--- src/eec_pkg.sv ---
// Purpose: Shared constants for the two-wire EEPROM client write front end
// Assumes: mclk at 125 MHz; serial bus pins sampled asynchronously
// Notes: Type identifier value is arbitrary and set by parameter at the top
package eec_pkg;
  localparam int EEC_CLK_MHZ = 125;
  localparam int EEC_PAGES = 128;
  localparam int EEC_PAGE_BYTES = 32;
  localparam int EEC_MEM_BYTES = EEC_PAGES * EEC_PAGE_BYTES;
  localparam int EEC_ADDR_W = 12;
  localparam int EEC_COL_W = 5;
  localparam int EEC_DATA_W = 8;
  localparam int EEC_BITS_PER_BYTE = 8;
  localparam int EEC_RECOVERY_PULSES = 9;
  // Programming time in microseconds and its count of mclk cycles
  localparam int EEC_PROG_TIME_US = 5000;
  localparam int EEC_PROG_CYCLES = EEC_PROG_TIME_US * EEC_CLK_MHZ;
  localparam logic [3:0] EEC_TYPE_ID_DEFAULT = 4'h6;
  localparam int EEC_TYPE_MSB = 7;
  localparam int EEC_TYPE_LSB = 4;
  localparam int EEC_SEL_MSB = 3;
  localparam int EEC_SEL_LSB = 1;
  localparam int EEC_RW_BIT = 0;
  localparam int EEC_HI_ADDR_W = 4;

  typedef enum logic [2:0] {
    EEC_ST_IDLE = 3'b000,
    EEC_ST_DEVADR = 3'b001,
    EEC_ST_ADDR_HI = 3'b010,
    EEC_ST_ADDR_LO = 3'b011,
    EEC_ST_DATA = 3'b100,
    EEC_ST_IGNORE = 3'b101
  } eec_state_t;
endpackage : eec_pkg

--- src/eec_sync.sv ---
// Purpose: Two-stage synchroniser for the serial bus pins
// Assumes: inputs asynchronous to mclk
// Notes: The first stage is read only by the second stage
module eec_sync #(
  parameter int WIDTH = 2
) (
  input wire logic mclk,
  input wire logic rst_b,
  input wire logic [WIDTH-1:0] async_in,
  output logic [WIDTH-1:0] sync_out
);
  logic [WIDTH-1:0] meta;

  // Reset to ones: an idle bus floats high
  always_ff @(posedge mclk or negedge rst_b) begin
    if (!rst_b) begin
      meta <= '1;
      sync_out <= '1;
    end else begin
      meta <= async_in;
      sync_out <= meta;
    end
  end
endmodule : eec_sync

--- src/eec_prog_timer.sv ---
// Purpose: Self-timed programming cycle timer
// Assumes: start is a one-cycle pulse
// Notes: busy rises the cycle after start and falls after CYCLES cycles
module eec_prog_timer #(
  parameter int CYCLES = 625000
) (
  input wire logic mclk,
  input wire logic rst_b,
  input wire logic start,
  output logic busy
);
  logic [$clog2(CYCLES+1)-1:0] count;

  always_ff @(posedge mclk or negedge rst_b) begin
    if (!rst_b) begin
      count <= '0;
      busy <= 1'b0;
    end else if (start && !busy) begin
      count <= ($clog2(CYCLES+1))'(CYCLES - 1);
      busy <= 1'b1;
    end else if (busy) begin
      if (count == '0) begin
        busy <= 1'b0;
      end else begin
        count <= count - 1'b1;
      end
    end
  end
endmodule : eec_prog_timer

--- src/eec_client.sv ---
// Purpose: Two-wire serial EEPROM client front end, address match and page write
// Assumes: serial clock is far slower than mclk; bus host is the only clock source
// Notes: Read transfers and write protection are outside this block

// Notes on behaviour
// - Standby after reset, after a Stop without programming, and after programming.
// - Clock pulses after an aborted transfer release data; the frame state holds until a Start or Stop.
// - Data line is released within nine dummy clock pulses.
// - Array is 128 pages of 32 bytes, 4096 locations.
// - Upper four address-byte bits must equal the type identifier.
// - Address bits 3 to 1 compare against the three select pins.
// - Address bit 0 high means read, low means write.
// - Matching address byte is acknowledged; mismatch is not.
// - First word byte low nibble gives bits 11 to 8; acknowledged.
// - Second word byte gives bits 7 to 0; acknowledged.
// - Stop after the last acknowledged data byte starts programming.
// - During programming inputs are ignored and nothing is driven.
// - One write cycle programs up to 32 bytes within one page.
// - Every data byte received is acknowledged, with no limit of 32 per page.
// - Only the low five address bits increment, wrapping inside the page.
// - No acknowledge during programming; immediate acknowledge after it.
// - Bits sampled on rising clock, driven after falling edge, MSB first.
// - Falling data with clock high is Start, waking the device.
// - Rising data with clock high is Stop, ending the transfer.
// - Acknowledge holds data low through the whole ninth clock high phase.
module eec_client
  import eec_pkg::*;
#(
  parameter logic [3:0] TYPE_ID = EEC_TYPE_ID_DEFAULT, // Arbitrary value
  parameter int PROG_CYCLES = EEC_PROG_CYCLES
) (
  input wire logic mclk,
  input wire logic rst_b,
  input wire logic scl_in,
  input wire logic sda_in,
  output logic sda_out,
  output logic sda_oe,
  input wire logic hw_select_pin_2,
  input wire logic hw_select_pin_1,
  input wire logic hw_select_pin_0,
  output logic standby,
  output logic prog_busy,
  output logic read_request,
  output logic [EEC_ADDR_W-1:0] word_addr,
  output logic wr_en,
  output logic [EEC_ADDR_W-1:0] wr_addr,
  output logic [EEC_DATA_W-1:0] wr_data
);
  logic [1:0] pins_sync;
  logic scl_s;
  logic sda_s;
  logic scl_d;
  logic sda_d;
  logic [2:0] sel_pins;
  logic [2:0] sel_pins_s;
  logic scl_rise;
  logic scl_fall;
  logic start_det;
  logic stop_det;
  eec_state_t state;
  logic [3:0] bit_cnt;
  logic [EEC_DATA_W-1:0] shreg;
  logic ack_phase;
  logic ack_drive;
  logic pending;
  logic prog_start;
  logic timer_busy;
  logic [EEC_ADDR_W-1:0] addr;
  logic [EEC_ADDR_W-1:0] next_addr;
  logic [EEC_DATA_W-1:0] next_byte;
  // Decoded bus events
  logic bus_live;
  logic in_frame;
  logic bit_take;
  logic byte_end;
  logic ack_start;
  logic ack_end;
  logic dev_hit;
  logic data_end;
  eec_state_t next_state;

  function automatic logic addr_match(input logic [EEC_DATA_W-1:0] b, input logic [2:0] sel,
                                      input logic [3:0] id);
    addr_match = (b[EEC_TYPE_MSB:EEC_TYPE_LSB] == id) &&
                 (b[EEC_SEL_MSB:EEC_SEL_LSB] == sel);
  endfunction : addr_match

  eec_sync #(.WIDTH(2)) u_bus_sync (
    .mclk(mclk),
    .rst_b(rst_b),
    .async_in({scl_in, sda_in}),
    .sync_out(pins_sync)
  );

  eec_sync #(.WIDTH(3)) u_sel_sync (
    .mclk(mclk),
    .rst_b(rst_b),
    .async_in({hw_select_pin_2, hw_select_pin_1, hw_select_pin_0}),
    .sync_out(sel_pins_s)
  );

  // Program cycle length comes from PROG_CYCLES; the bus is deaf while it runs
  eec_prog_timer #(.CYCLES(PROG_CYCLES)) u_timer (
    .mclk(mclk),
    .rst_b(rst_b),
    .start(prog_start),
    .busy(timer_busy)
  );

  assign scl_s = pins_sync[1];
  assign sda_s = pins_sync[0];
  assign sel_pins = sel_pins_s;
  assign scl_rise = scl_s && !scl_d;
  assign scl_fall = !scl_s && scl_d;
  // No condition is seen while a program cycle runs
  assign start_det = scl_s && scl_d && sda_d && !sda_s && !timer_busy;
  assign stop_det = scl_s && scl_d && !sda_d && sda_s && !timer_busy;
  assign next_byte = {shreg[EEC_DATA_W-2:0], sda_s};
  // Low five bits wrap within the page, upper bits hold the row
  assign next_addr = {addr[EEC_ADDR_W-1:EEC_COL_W], addr[EEC_COL_W-1:0] + 1'b1};

  always_ff @(posedge mclk or negedge rst_b) begin
    if (!rst_b) begin
      scl_d <= 1'b1;
      sda_d <= 1'b1;
    end else begin
      scl_d <= scl_s;
      sda_d <= sda_s;
    end
  end

  // Conditions outrank bit traffic, and a running program cycle outranks both
  assign bus_live = !timer_busy && !start_det && !stop_det;
  // An ignored frame still finishes the acknowledge clock it has begun
  assign in_frame = (state != EEC_ST_IDLE) && !(state == EEC_ST_IGNORE && !ack_phase);
  assign bit_take = bus_live && in_frame && scl_rise && !ack_phase;
  assign byte_end = bit_take && (bit_cnt == 4'(EEC_BITS_PER_BYTE - 1));
  assign ack_start = bus_live && in_frame && scl_fall && ack_phase && (bit_cnt == 4'(EEC_BITS_PER_BYTE));
  assign ack_end = bus_live && in_frame && scl_fall && ack_phase && (bit_cnt == 4'(EEC_BITS_PER_BYTE + 1));
  assign dev_hit = addr_match(next_byte, sel_pins, TYPE_ID);
  assign data_end = byte_end && (state == EEC_ST_DATA);

  // Protocol state
  always_comb begin
    next_state = state;
    if (timer_busy) begin
      next_state = EEC_ST_IDLE;
    end else if (start_det) begin
      next_state = EEC_ST_DEVADR;
    end else if (stop_det) begin
      next_state = EEC_ST_IDLE;
    end else if (byte_end) begin
      unique case (state)
        EEC_ST_DEVADR: begin
          if (dev_hit && !next_byte[EEC_RW_BIT]) begin
            next_state = EEC_ST_ADDR_HI;
          end else begin
            // Reads are only acknowledged; a refused address waits for the next Start
            next_state = EEC_ST_IGNORE;
          end
        end
        EEC_ST_ADDR_HI: begin
          next_state = EEC_ST_ADDR_LO;
        end
        EEC_ST_ADDR_LO: begin
          next_state = EEC_ST_DATA;
        end
        EEC_ST_DATA: begin
          next_state = EEC_ST_DATA;
        end
        default: begin
          next_state = EEC_ST_IDLE;
        end
      endcase
    end
  end

  always_ff @(posedge mclk or negedge rst_b) begin
    if (!rst_b) begin
      state <= EEC_ST_IDLE;
    end else begin
      state <= next_state;
    end
  end

  // Bit counter and acknowledge phase
  always_ff @(posedge mclk or negedge rst_b) begin
    if (!rst_b) begin
      bit_cnt <= '0;
      ack_phase <= 1'b0;
    end else if (!bus_live) begin
      bit_cnt <= '0;
      ack_phase <= 1'b0;
    end else if (bit_take) begin
      bit_cnt <= bit_cnt + 1'b1;
      ack_phase <= byte_end;
    end else if (ack_start) begin
      // Pulling low waits for the falling edge of the eighth bit, else it would fake a Start
      bit_cnt <= 4'(EEC_BITS_PER_BYTE + 1);
    end else if (ack_end) begin
      // Falling edge ending the ninth clock releases the line
      bit_cnt <= '0;
      ack_phase <= 1'b0;
    end
  end

  // Received bits, most significant first
  always_ff @(posedge mclk or negedge rst_b) begin
    if (!rst_b) begin
      shreg <= '0;
    end else if (bit_take) begin
      shreg <= next_byte;
    end
  end

  // Acknowledge request: address hit, both word bytes and every data byte
  always_ff @(posedge mclk or negedge rst_b) begin
    if (!rst_b) begin
      ack_drive <= 1'b0;
    end else if (!bus_live || ack_end) begin
      ack_drive <= 1'b0;
    end else if (byte_end) begin
      ack_drive <= (state != EEC_ST_DEVADR) || dev_hit;
    end
  end

  // A repeated Start or a Stop drops the flag; only a Stop turns it into a program cycle
  always_ff @(posedge mclk or negedge rst_b) begin
    if (!rst_b) begin
      pending <= 1'b0;
    end else if (!bus_live) begin
      pending <= 1'b0;
    end else if (data_end) begin
      pending <= 1'b1;
    end
  end

  // Word address; only the column part advances after a data byte
  always_ff @(posedge mclk or negedge rst_b) begin
    if (!rst_b) begin
      addr <= '0;
    end else if (byte_end && state == EEC_ST_ADDR_HI) begin
      addr[EEC_ADDR_W-1:EEC_DATA_W] <= next_byte[EEC_HI_ADDR_W-1:0];
    end else if (byte_end && state == EEC_ST_ADDR_LO) begin
      addr[EEC_DATA_W-1:0] <= next_byte;
    end else if (data_end) begin
      addr <= next_addr;
    end
  end

  // Page buffer load strobe and read notice, one cycle each
  always_ff @(posedge mclk or negedge rst_b) begin
    if (!rst_b) begin
      read_request <= 1'b0;
      wr_en <= 1'b0;
      wr_addr <= '0;
      wr_data <= '0;
    end else begin
      read_request <= byte_end && state == EEC_ST_DEVADR && dev_hit && next_byte[EEC_RW_BIT];
      wr_en <= data_end;
      if (data_end) begin
        wr_addr <= addr;
        wr_data <= next_byte;
      end
    end
  end

  assign prog_start = stop_det && pending && !timer_busy;

  // Data line driver; a released line reads high so recovery pulses finish it
  always_ff @(posedge mclk or negedge rst_b) begin
    if (!rst_b) begin
      sda_out <= 1'b0;
      sda_oe <= 1'b0;
    end else begin
      sda_out <= 1'b0;
      // Drive only while acknowledging; any aborted ack ends at the next falling edge
      sda_oe <= ack_drive && ack_phase && bit_cnt == 4'(EEC_BITS_PER_BYTE + 1) && !timer_busy;
    end
  end

  // Current location and status outputs
  always_ff @(posedge mclk or negedge rst_b) begin
    if (!rst_b) begin
      standby <= 1'b1;
      prog_busy <= 1'b0;
      word_addr <= '0;
    end else begin
      prog_busy <= timer_busy || prog_start;
      word_addr <= addr;
      if (start_det) begin
        standby <= 1'b0;
      end else if (prog_start) begin
        standby <= 1'b0;
      end else if (stop_det || (prog_busy && !timer_busy)) begin
        standby <= 1'b1;
      end
    end
  end
endmodule : eec_client

--- config.mk ---
export PLATFORM = sky130hd
export DESIGN_NAME = eec_client
export DESIGN_NICKNAME = d
export VERILOG_FILES = /design/src/eec_pkg.sv /design/src/eec_sync.sv /design/src/eec_prog_timer.sv /design/src/eec_client.sv
export SDC_FILE = /design/constraint.sdc
export NUM_CORES = 1
export LEC_CHECK = 0
export ABC_AREA = 1
export ABC_CLOCK_PERIOD_IN_PS = 2400
export BUFFER_PORTS_ARGS = -buffer_cell sky130_fd_sc_hd__buf_2
export CELL_PAD_IN_SITES_DETAIL_PLACEMENT = 1
export CELL_PAD_IN_SITES_GLOBAL_PLACEMENT = 2
export CORE_MARGIN = 4
export CORE_UTILIZATION = 25
export CTS_CLUSTER_DIAMETER = 150
export DETAILED_ROUTE_END_ITERATION = 8
export PLACE_DENSITY = 0.69
export SLEW_MARGIN = 20
export SYNTH_ARGS = -nofsm -noshare
export SYNTH_HDL_FRONTEND = slang
export SYNTH_SLANG_ARGS = --single-unit
--- constraint.sdc ---
create_clock -name mclk -period 2.4 [get_ports mclk]
set_clock_uncertainty 0.15 [all_clocks]
set_input_delay 0.48 -clock mclk [delete_from_list [all_inputs] [get_ports mclk]]
set_output_delay 0.48 -clock mclk [all_outputs]
set_load 0.05 [all_outputs]
==> flow_summary.yaml, run 1 <==
routing:
  wl_per_cell_um: 14.3
  routed_wl_mm: 11.5
  drc: 0
  route.detailed.vias_per_inst: 4.39
  detailedRoute.firstIterationViolations: 161
  drtPass1Iterations: 4
  detail-route-antenna-nets: 0
  dr_total_vias: 3543
layout:
  layout-drive-gt1-share: 0.227
  area_growth_syn_to_layout_pct: 19.5
  final_util: 0.303
  fin_nets: 587
  fin_area_sq_um: 5430
  n_antenna_cell: 0
  instances_no_fill: 807
  layout_fillers: 2117
floorplan:
  design.core.area_sq_um: 17900
  die_h_um: 143
  die_w_um: 143
  die_area_sq_um: 20400
  initial_core_util: 0.254
  std_cell_rows: 49
  design.portCount: 45
clock_network:
  cts.repair_timing.setup_buffer_count: 0
  cts.htree.levels: 3
  path_clk_slew_ns: 0.07
  clock_latency_reported_for_the_late_side_of_the_worst_skew_pair_ns: 0.35
  cts_max_path_buffers: 2
  tritoncts: "built"
  cts_buffers: 9
  cts.sink_count: 99
  clock-root-buffer: "sky130_fd_sc_hd__clkbuf_16"
global_routing:
  grt_overflow_total: 0
  number_of_global_route_vias_before_repair: 3824
  grt_util_all_layers: 0.121
  grt_first_pass_wirelength_mm: 19.6
  pin_count_of_the_biggest_net_entering_global_routing: 53
  initial_antenna_violation_count: 0
worst_setup_path:
  worst_path_max_delay_cell: "sky130_fd_sc_hd__a21oi_2"
  timing.critical_path.to_type: "flip-flop"
  path_max_fanout: 13
  reg2reg_slack_ns: 0.27
  startpoint_type: "flip-flop"
  critical_path_class: "flip-flop to flip-flop"
  path_common_cell: "sky130_fd_sc_hd__nand2_1"
  slowest_delay_ns: 0.60
  critical_path_required_ns: 2.51
  crit_path_cell_trace: "inv_1 -> ha_1 -> nand2_1 -> nor3b_1 -> nand3_1 -> a21oi_2 -> nand2_1 -> o31ai_1"
  critical_path_arrival_ns: 2.23
sta:
  rsz0062_at_grt: "no"
  finalHoldViolations: 0
  tightest_slew_ns: 0.688
  setup_ws_ns: 0.273
  fin_hold_ws_ns: 0.0712
  timing.final.crit_period_ns: 2.13
  final.period_utilization: 0.886
  final-max-slew-violation-count: 0
  max_slew_margin: 0.541
  fmaxAchievable_mhz: 470
  setup_viol: 0
yosys:
  seq_area_frac_synth: 0.549
  synthesis.nets: 523
  ys_warn_count: 0
  synth-edff-count: 0
  dominantRegCellSynth: "sky130_fd_sc_hd__dfrtp_1"
  ys_ff_latch: 99
  synth_cells: 510
  cell_area_after_synthesis_sq_um: 4540
  synth_area_per_cell_sq_um: 8.90
  postSynth.asyncResetShare: 1.00
  synth.lib_cells_used.distinct: 36
pwr:
  power.density_cell_area_nw_per_um2: 654
  vdd_ir_drop_max_mv: 0.330
  total_leakage_power_nw: 2.89
place:
  finalWeightedCongestion: 0.799
  placement_cell_area_sq_um: 5120
  dpl_worst_slack_ns: -0.0449
  place.detailed.hpwl_mm: 8.47
  buffer_ports.inserted: 43
  dp.cells: 791
worst_hold_path:
  min_path_type: "input port to flip-flop"
job:
  maxCapViolCount: 0
run_status:
  outcome: "finished, final reports clean"
==> path summary, 6_finish.rpt <==
check | start | endpoint | depth (start not counted)
hold reg to reg | u_bus_sync.meta[1] | u_bus_sync.sync_out[1] | 0
min in group asynchronous | rst_b | shreg[0] | 2
max in group asynchronous | rst_b | sda_d | 3
setup reg to reg | u_timer.count[1] | u_timer.count[4] | 8
setup / recovery | u_timer.count[1] | u_timer.count[4] | 8
hold / removal | hw_select_pin_0 | u_sel_sync.meta[0] | 1
==> placed cells by master (no fill, tap or decap), types with 2 or more instances in the layout <==
| cell type | synthesis | routed |
|---|---|---|
| sky130_fd_sc_hd__a21oi_1 | 4 | 3 |
| sky130_fd_sc_hd__a21oi_2 | 1 | 2 |
| sky130_fd_sc_hd__a31oi_1 | 2 | 2 |
| sky130_fd_sc_hd__buf_2 | 2 | 42 |
| sky130_fd_sc_hd__buf_4 | 5 | 20 |
| sky130_fd_sc_hd__clkbuf_16 | 0 | 9 |
| sky130_fd_sc_hd__dfrtp_1 | 86 | 86 |
| sky130_fd_sc_hd__dfstp_2 | 13 | 13 |
| sky130_fd_sc_hd__ha_1 | 6 | 6 |
| sky130_fd_sc_hd__inv_1 | 42 | 42 |
| sky130_fd_sc_hd__inv_2 | 11 | 10 |
| sky130_fd_sc_hd__inv_6 | 0 | 4 |
| sky130_fd_sc_hd__nand2_1 | 149 | 149 |
| sky130_fd_sc_hd__nand3_1 | 30 | 30 |
| sky130_fd_sc_hd__nand3_4 | 2 | 2 |
| sky130_fd_sc_hd__nand4_1 | 11 | 11 |
| sky130_fd_sc_hd__nor2_1 | 51 | 51 |
| sky130_fd_sc_hd__nor2_2 | 5 | 5 |
| sky130_fd_sc_hd__nor3_1 | 5 | 5 |
| sky130_fd_sc_hd__o21ai_0 | 21 | 21 |
| sky130_fd_sc_hd__o21ai_1 | 13 | 13 |
| sky130_fd_sc_hd__o21ai_2 | 14 | 14 |
| sky130_fd_sc_hd__o31ai_1 | 3 | 3 |
| sky130_fd_sc_hd__xnor2_1 | 5 | 5 |
| sky130_fd_sc_hd__xor2_1 | 14 | 14 |
==> registers in the layout, summed over array words and instances (netlist names), 2 cells and up <==
| register | cells |
|---|---|
| u_bus_sync.sync_out | 2 |
| bit_cnt | 4 |
| shreg | 7 |
| wr_addr | 12 |
| u_timer.count | 20 |
| word_addr | 12 |
| u_bus_sync.meta | 2 |
| state | 3 |
| u_sel_sync.meta | 3 |
| addr | 12 |
| wr_data | 8 |
| u_sel_sync.sync_out | 3 |
==> worst max-delay path, delay by kind of cell, from the launching register on <==
family                   cells  cell delay (ns)
AND/OR/NAND/NOR              4             0.54
flip-flops                   1             0.38
adder cells (fa/ha/maj)      1             0.16
buffers and inverters        1             0.11
AO/OA/AOI/OAI                2             0.70
==> area by class of cell <==
class                   count  area, sq um  share of cell area
inverters                  53          201              0.0371
repair buffers             64          390              0.0720
clock inverters             5         43.8             0.00807
clock buffers              10          239              0.0440
multi-input cells         347         1770               0.326
flip-flops and latches     99         2490               0.460
well taps                 229          287              0.0528
==> kinds of logic after synthesis <==
family,after synthesis,share of synthesized area
and+or+nand+nor,261,0.252
DFF,99,0.549
buffers and inverters,64,0.0626
AOI/OAI and AO/OA,60,0.0819
xor gates and xnor gates,19,0.0367
adders and majority gates,6,0.0165
other,1,0.000826
==> where the power goes <==
part / switching (mW) / internal, mW / leakage (nW)
Sequential: 0.0666 / 1.73 / 1.33
Clock: 0.693 / 0.744 / 0.140
Combinational: 0.214 / 0.0956 / 1.42
==> cells in the mapped netlist, types with 2 or more instances <==
library cell	n	area [sq um]
sky130_fd_sc_hd__a21oi_1	4	20.0
sky130_fd_sc_hd__a31oi_1	2	12.5
sky130_fd_sc_hd__buf_2	2	10.0
sky130_fd_sc_hd__buf_4	5	37.5
sky130_fd_sc_hd__buf_6	3	33.8
sky130_fd_sc_hd__dfrtp_1	86	2150
sky130_fd_sc_hd__dfstp_2	13	342
sky130_fd_sc_hd__ha_1	6	75.1
sky130_fd_sc_hd__inv_1	42	158
sky130_fd_sc_hd__inv_2	11	41.3
sky130_fd_sc_hd__nand2_1	149	559
sky130_fd_sc_hd__nand3_1	30	150
sky130_fd_sc_hd__nand3_4	2	35.0
sky130_fd_sc_hd__nand4_1	11	68.8
sky130_fd_sc_hd__nor2_1	51	191
sky130_fd_sc_hd__nor2_2	5	31.3
sky130_fd_sc_hd__nor3_1	5	25.0
sky130_fd_sc_hd__o21ai_0	21	105
sky130_fd_sc_hd__o21ai_1	13	65.1
sky130_fd_sc_hd__o21ai_2	14	123
sky130_fd_sc_hd__o31ai_1	3	22.5
sky130_fd_sc_hd__xnor2_1	5	43.8
sky130_fd_sc_hd__xor2_1	14	123
==> stage by stage <==
stage               power, mW  setup TNS, ns
floorplan                2.03              0
global placement         2.14              0
detailed placement       2.15         -0.213
CTS                      3.62              0
global route             3.74              0
finish                   3.55              0
==> per-layer routing <==
metal  vias up  part of all wire  GRT usage  routed length, um
met1      1743              0.50      0.163               5750
li1       1744                 -          -                  -
met4         0             0.019     0.0485                223
met5         -                 0          0                  0
met2        41              0.46      0.194               5280
met3        15             0.025     0.0228                286
==> timing repair <==
item                                    CTS  global route
hold buffers                              1             0
resized for setup                         1             3
endpoints found under the setup margin   13            12
hold endpoints to repair                 21             0
(Power assumes the default switching activity.)
==> run 2: changes to the inputs <==
--- a/config.mk
+++ b/config.mk
@@ -10,8 +10,9 @@
 export BUFFER_PORTS_ARGS = -buffer_cell sky130_fd_sc_hd__buf_2
 export CELL_PAD_IN_SITES_DETAIL_PLACEMENT = 1
 export CELL_PAD_IN_SITES_GLOBAL_PLACEMENT = 2
-export CORE_MARGIN = 4
+export CORE_MARGIN = 2
 export CORE_UTILIZATION = 25
+export CTS_BUF_LIST = sky130_fd_sc_hd__clkbuf_16
 export CTS_CLUSTER_DIAMETER = 150
 export DETAILED_ROUTE_END_ITERATION = 8
 export PLACE_DENSITY = 0.69
==> flow_summary.yaml, run 2 (synthesis results as in run 1) <==
routing:
  wl_per_cell_um: 14.1
  dr_total_vias: 3554
  detail-route-antenna-nets: 0
  routed_wl_mm: 11.4
  detailedRoute.firstIterationViolations: 153
  route.detailed.vias_per_inst: 4.39
  drc: 0
  drtPass1Iterations: 4
floorplan:
  die_w_um: 139
  design.portCount: 45
  initial_core_util: 0.254
  die_h_um: 139
  design.core.area_sq_um: 17900
  die_area_sq_um: 19300
  std_cell_rows: 49
clock_network:
  cts_buffers: 9
  cts_max_path_buffers: 2
  cts.repair_timing.setup_buffer_count: 0
  cts.htree.levels: 3
  tritoncts: "built"
  clock_latency_reported_for_the_late_side_of_the_worst_skew_pair_ns: 0.35
  path_clk_slew_ns: 0.08
  cts.sink_count: 99
  clock-root-buffer: "sky130_fd_sc_hd__clkbuf_16"
job:
  maxCapViolCount: 0
place:
  dp.cells: 792
  buffer_ports.inserted: 43
  placement_cell_area_sq_um: 5130
  finalWeightedCongestion: 0.821
  place.detailed.hpwl_mm: 8.46
sta:
  tightest_slew_ns: 0.787
  finalHoldViolations: 0
  max_slew_margin: 0.474
  fmaxAchievable_mhz: 457
  rsz0062_at_grt: "no"
  final.period_utilization: 0.912
  fin_setup_tns_ns: 0
  final-max-slew-violation-count: 0
  timing.final.crit_period_ns: 2.19
  setup_viol: 0
pwr:
  power.share.combinational: 0.085
  total_leakage_power_nw: 2.91
  seq_power_share: 0.495
  swShare: 0.268
  vdd_ir_drop_max_mv: 0.341
  power.density_cell_area_nw_per_um2: 668
  cell_internal_power_dissipation_mw: 2.66
  total_switching_power_mw: 0.977
  pwr-share-clk: 0.420
worst_setup_path:
  worst_path_max_delay_cell: "sky130_fd_sc_hd__dfstp_2"
  reg2reg_slack_ns: 0.21
  crit_path_cell_trace: "nand4_1 -> nand3_4 -> nor2_4 -> nand3_4 -> nor2_2 -> inv_2 -> nand2_1 -> o21ai_2"
  critical_path_arrival_ns: 2.32
  critical_path_required_ns: 2.53
  critical_path_class: "flip-flop to flip-flop"
  timing.critical_path.to_type: "flip-flop"
  startpoint_type: "flip-flop"
  slowest_delay_ns: 0.64
  path_common_cell: "sky130_fd_sc_hd__nand3_4"
  path_max_fanout: 35
  timing.reg2reg.worst_path_depth: 8
layout:
  n_antenna_cell: 0
  mostFrequentLayoutCell: "sky130_fd_sc_hd__nand2_1"
  fin_nets: 588
  flip_flop_count_of_the_largest_register_after_layout: 20
  max_flop_register: "u_timer.count"
  layout-drive-gt1-share: 0.228
  area_growth_syn_to_layout_pct: 20.1
  instances_no_fill: 809
  fin_area_sq_um: 5450
  layout_fillers: 2141
  mostFrequentLayoutCells: "sky130_fd_sc_hd__nand2_1, sky130_fd_sc_hd__dfrtp_1, sky130_fd_sc_hd__nor2_1, sky130_fd_sc_hd__inv_1, sky130_fd_sc_hd__buf_2"
global_routing:
  grt_util_all_layers: 0.126
  pin_count_of_the_biggest_net_entering_global_routing: 41
  grt_first_pass_wirelength_mm: 19.5
  number_of_global_route_vias_before_repair: 3841
  initial_antenna_violation_count: 0
  grt_overflow_total: 0
run_status:
  outcome: "finished, final reports clean"
worst_hold_path:
  worst_hold_path.num_cells: 1
  min_path_type: "input port to flip-flop"
==> run 2: worst max-delay path, delay by kind of cell, from the launching register on <==
family | cells | cell delay (ns)
and+or+nand+nor | 6 | 0.65
DFF | 1 | 0.64
AOI/OAI and AO/OA | 1 | 0.09
buffers and inverters | 1 | 0.57
==> run 2: path summary, 6_finish.rpt <==
path                                        startpoint                      to
worst max-delay path            u_bus_sync.sync_out[0]              wr_addr[3]
worst min-delay path                   hw_select_pin_0      u_sel_sync.meta[0]
worst max register to register  u_bus_sync.sync_out[0]              wr_addr[3]
worst min register to register      u_sel_sync.meta[1]  u_sel_sync.sync_out[1]
max in group asynchronous                        rst_b                 standby
min in group asynchronous                        rst_b                 addr[9]
==> run 2: metrics by stage <==
step	hold slack [ns]	setup slack, ns	power, mW	utilization
after floorplan	0.0344	0.582	2.03	-
final	0.0684	0.211	3.64	0.304
after detailed placement	0.199	0.00429	2.16	0.286
after CTS	0.0529	0.155	3.72	0.304
after global placement	0.197	0.160	2.14	0.286
after global routing	0.0489	0.0392	3.84	0.304
==> run 2: timing repair <==
action	4_1_cts	5_1_grt
endpoints found under the hold margin	21	0
hold buffers	1	0
endpoints found under the setup margin	4	0
resized for setup	1	0
==> run 2: final cells by class <==
type / count / area [sq um] / share of cell area
flip-flops and latches: 99 / 2490 / 0.458
multi-input cells: 347 / 1770 / 0.324
repair buffers: 65 / 398 / 0.0730
well taps: 229 / 287 / 0.0526
clock buffers: 9 / 225 / 0.0413
inverters: 53 / 199 / 0.0365
clock inverters: 7 / 82.6 / 0.0152
==> run 2: routing by layer <==
metal  GRT usage  routed length (um)
met5           0                   0
met3      0.0228                 258
met2       0.205                5450
met1       0.169                5550
met4      0.0447                 186
==> run 2: power by group through the flow <==
stage	Combinational, mW	Clock [mW]	Sequential [mW]
after global routing	0.362	1.66	1.82
final	0.308	1.53	1.80
after floorplan	0.200	0	1.83
after global placement	0.305	0	1.83
after detailed placement	0.316	0	1.84
after CTS	0.320	1.59	1.81
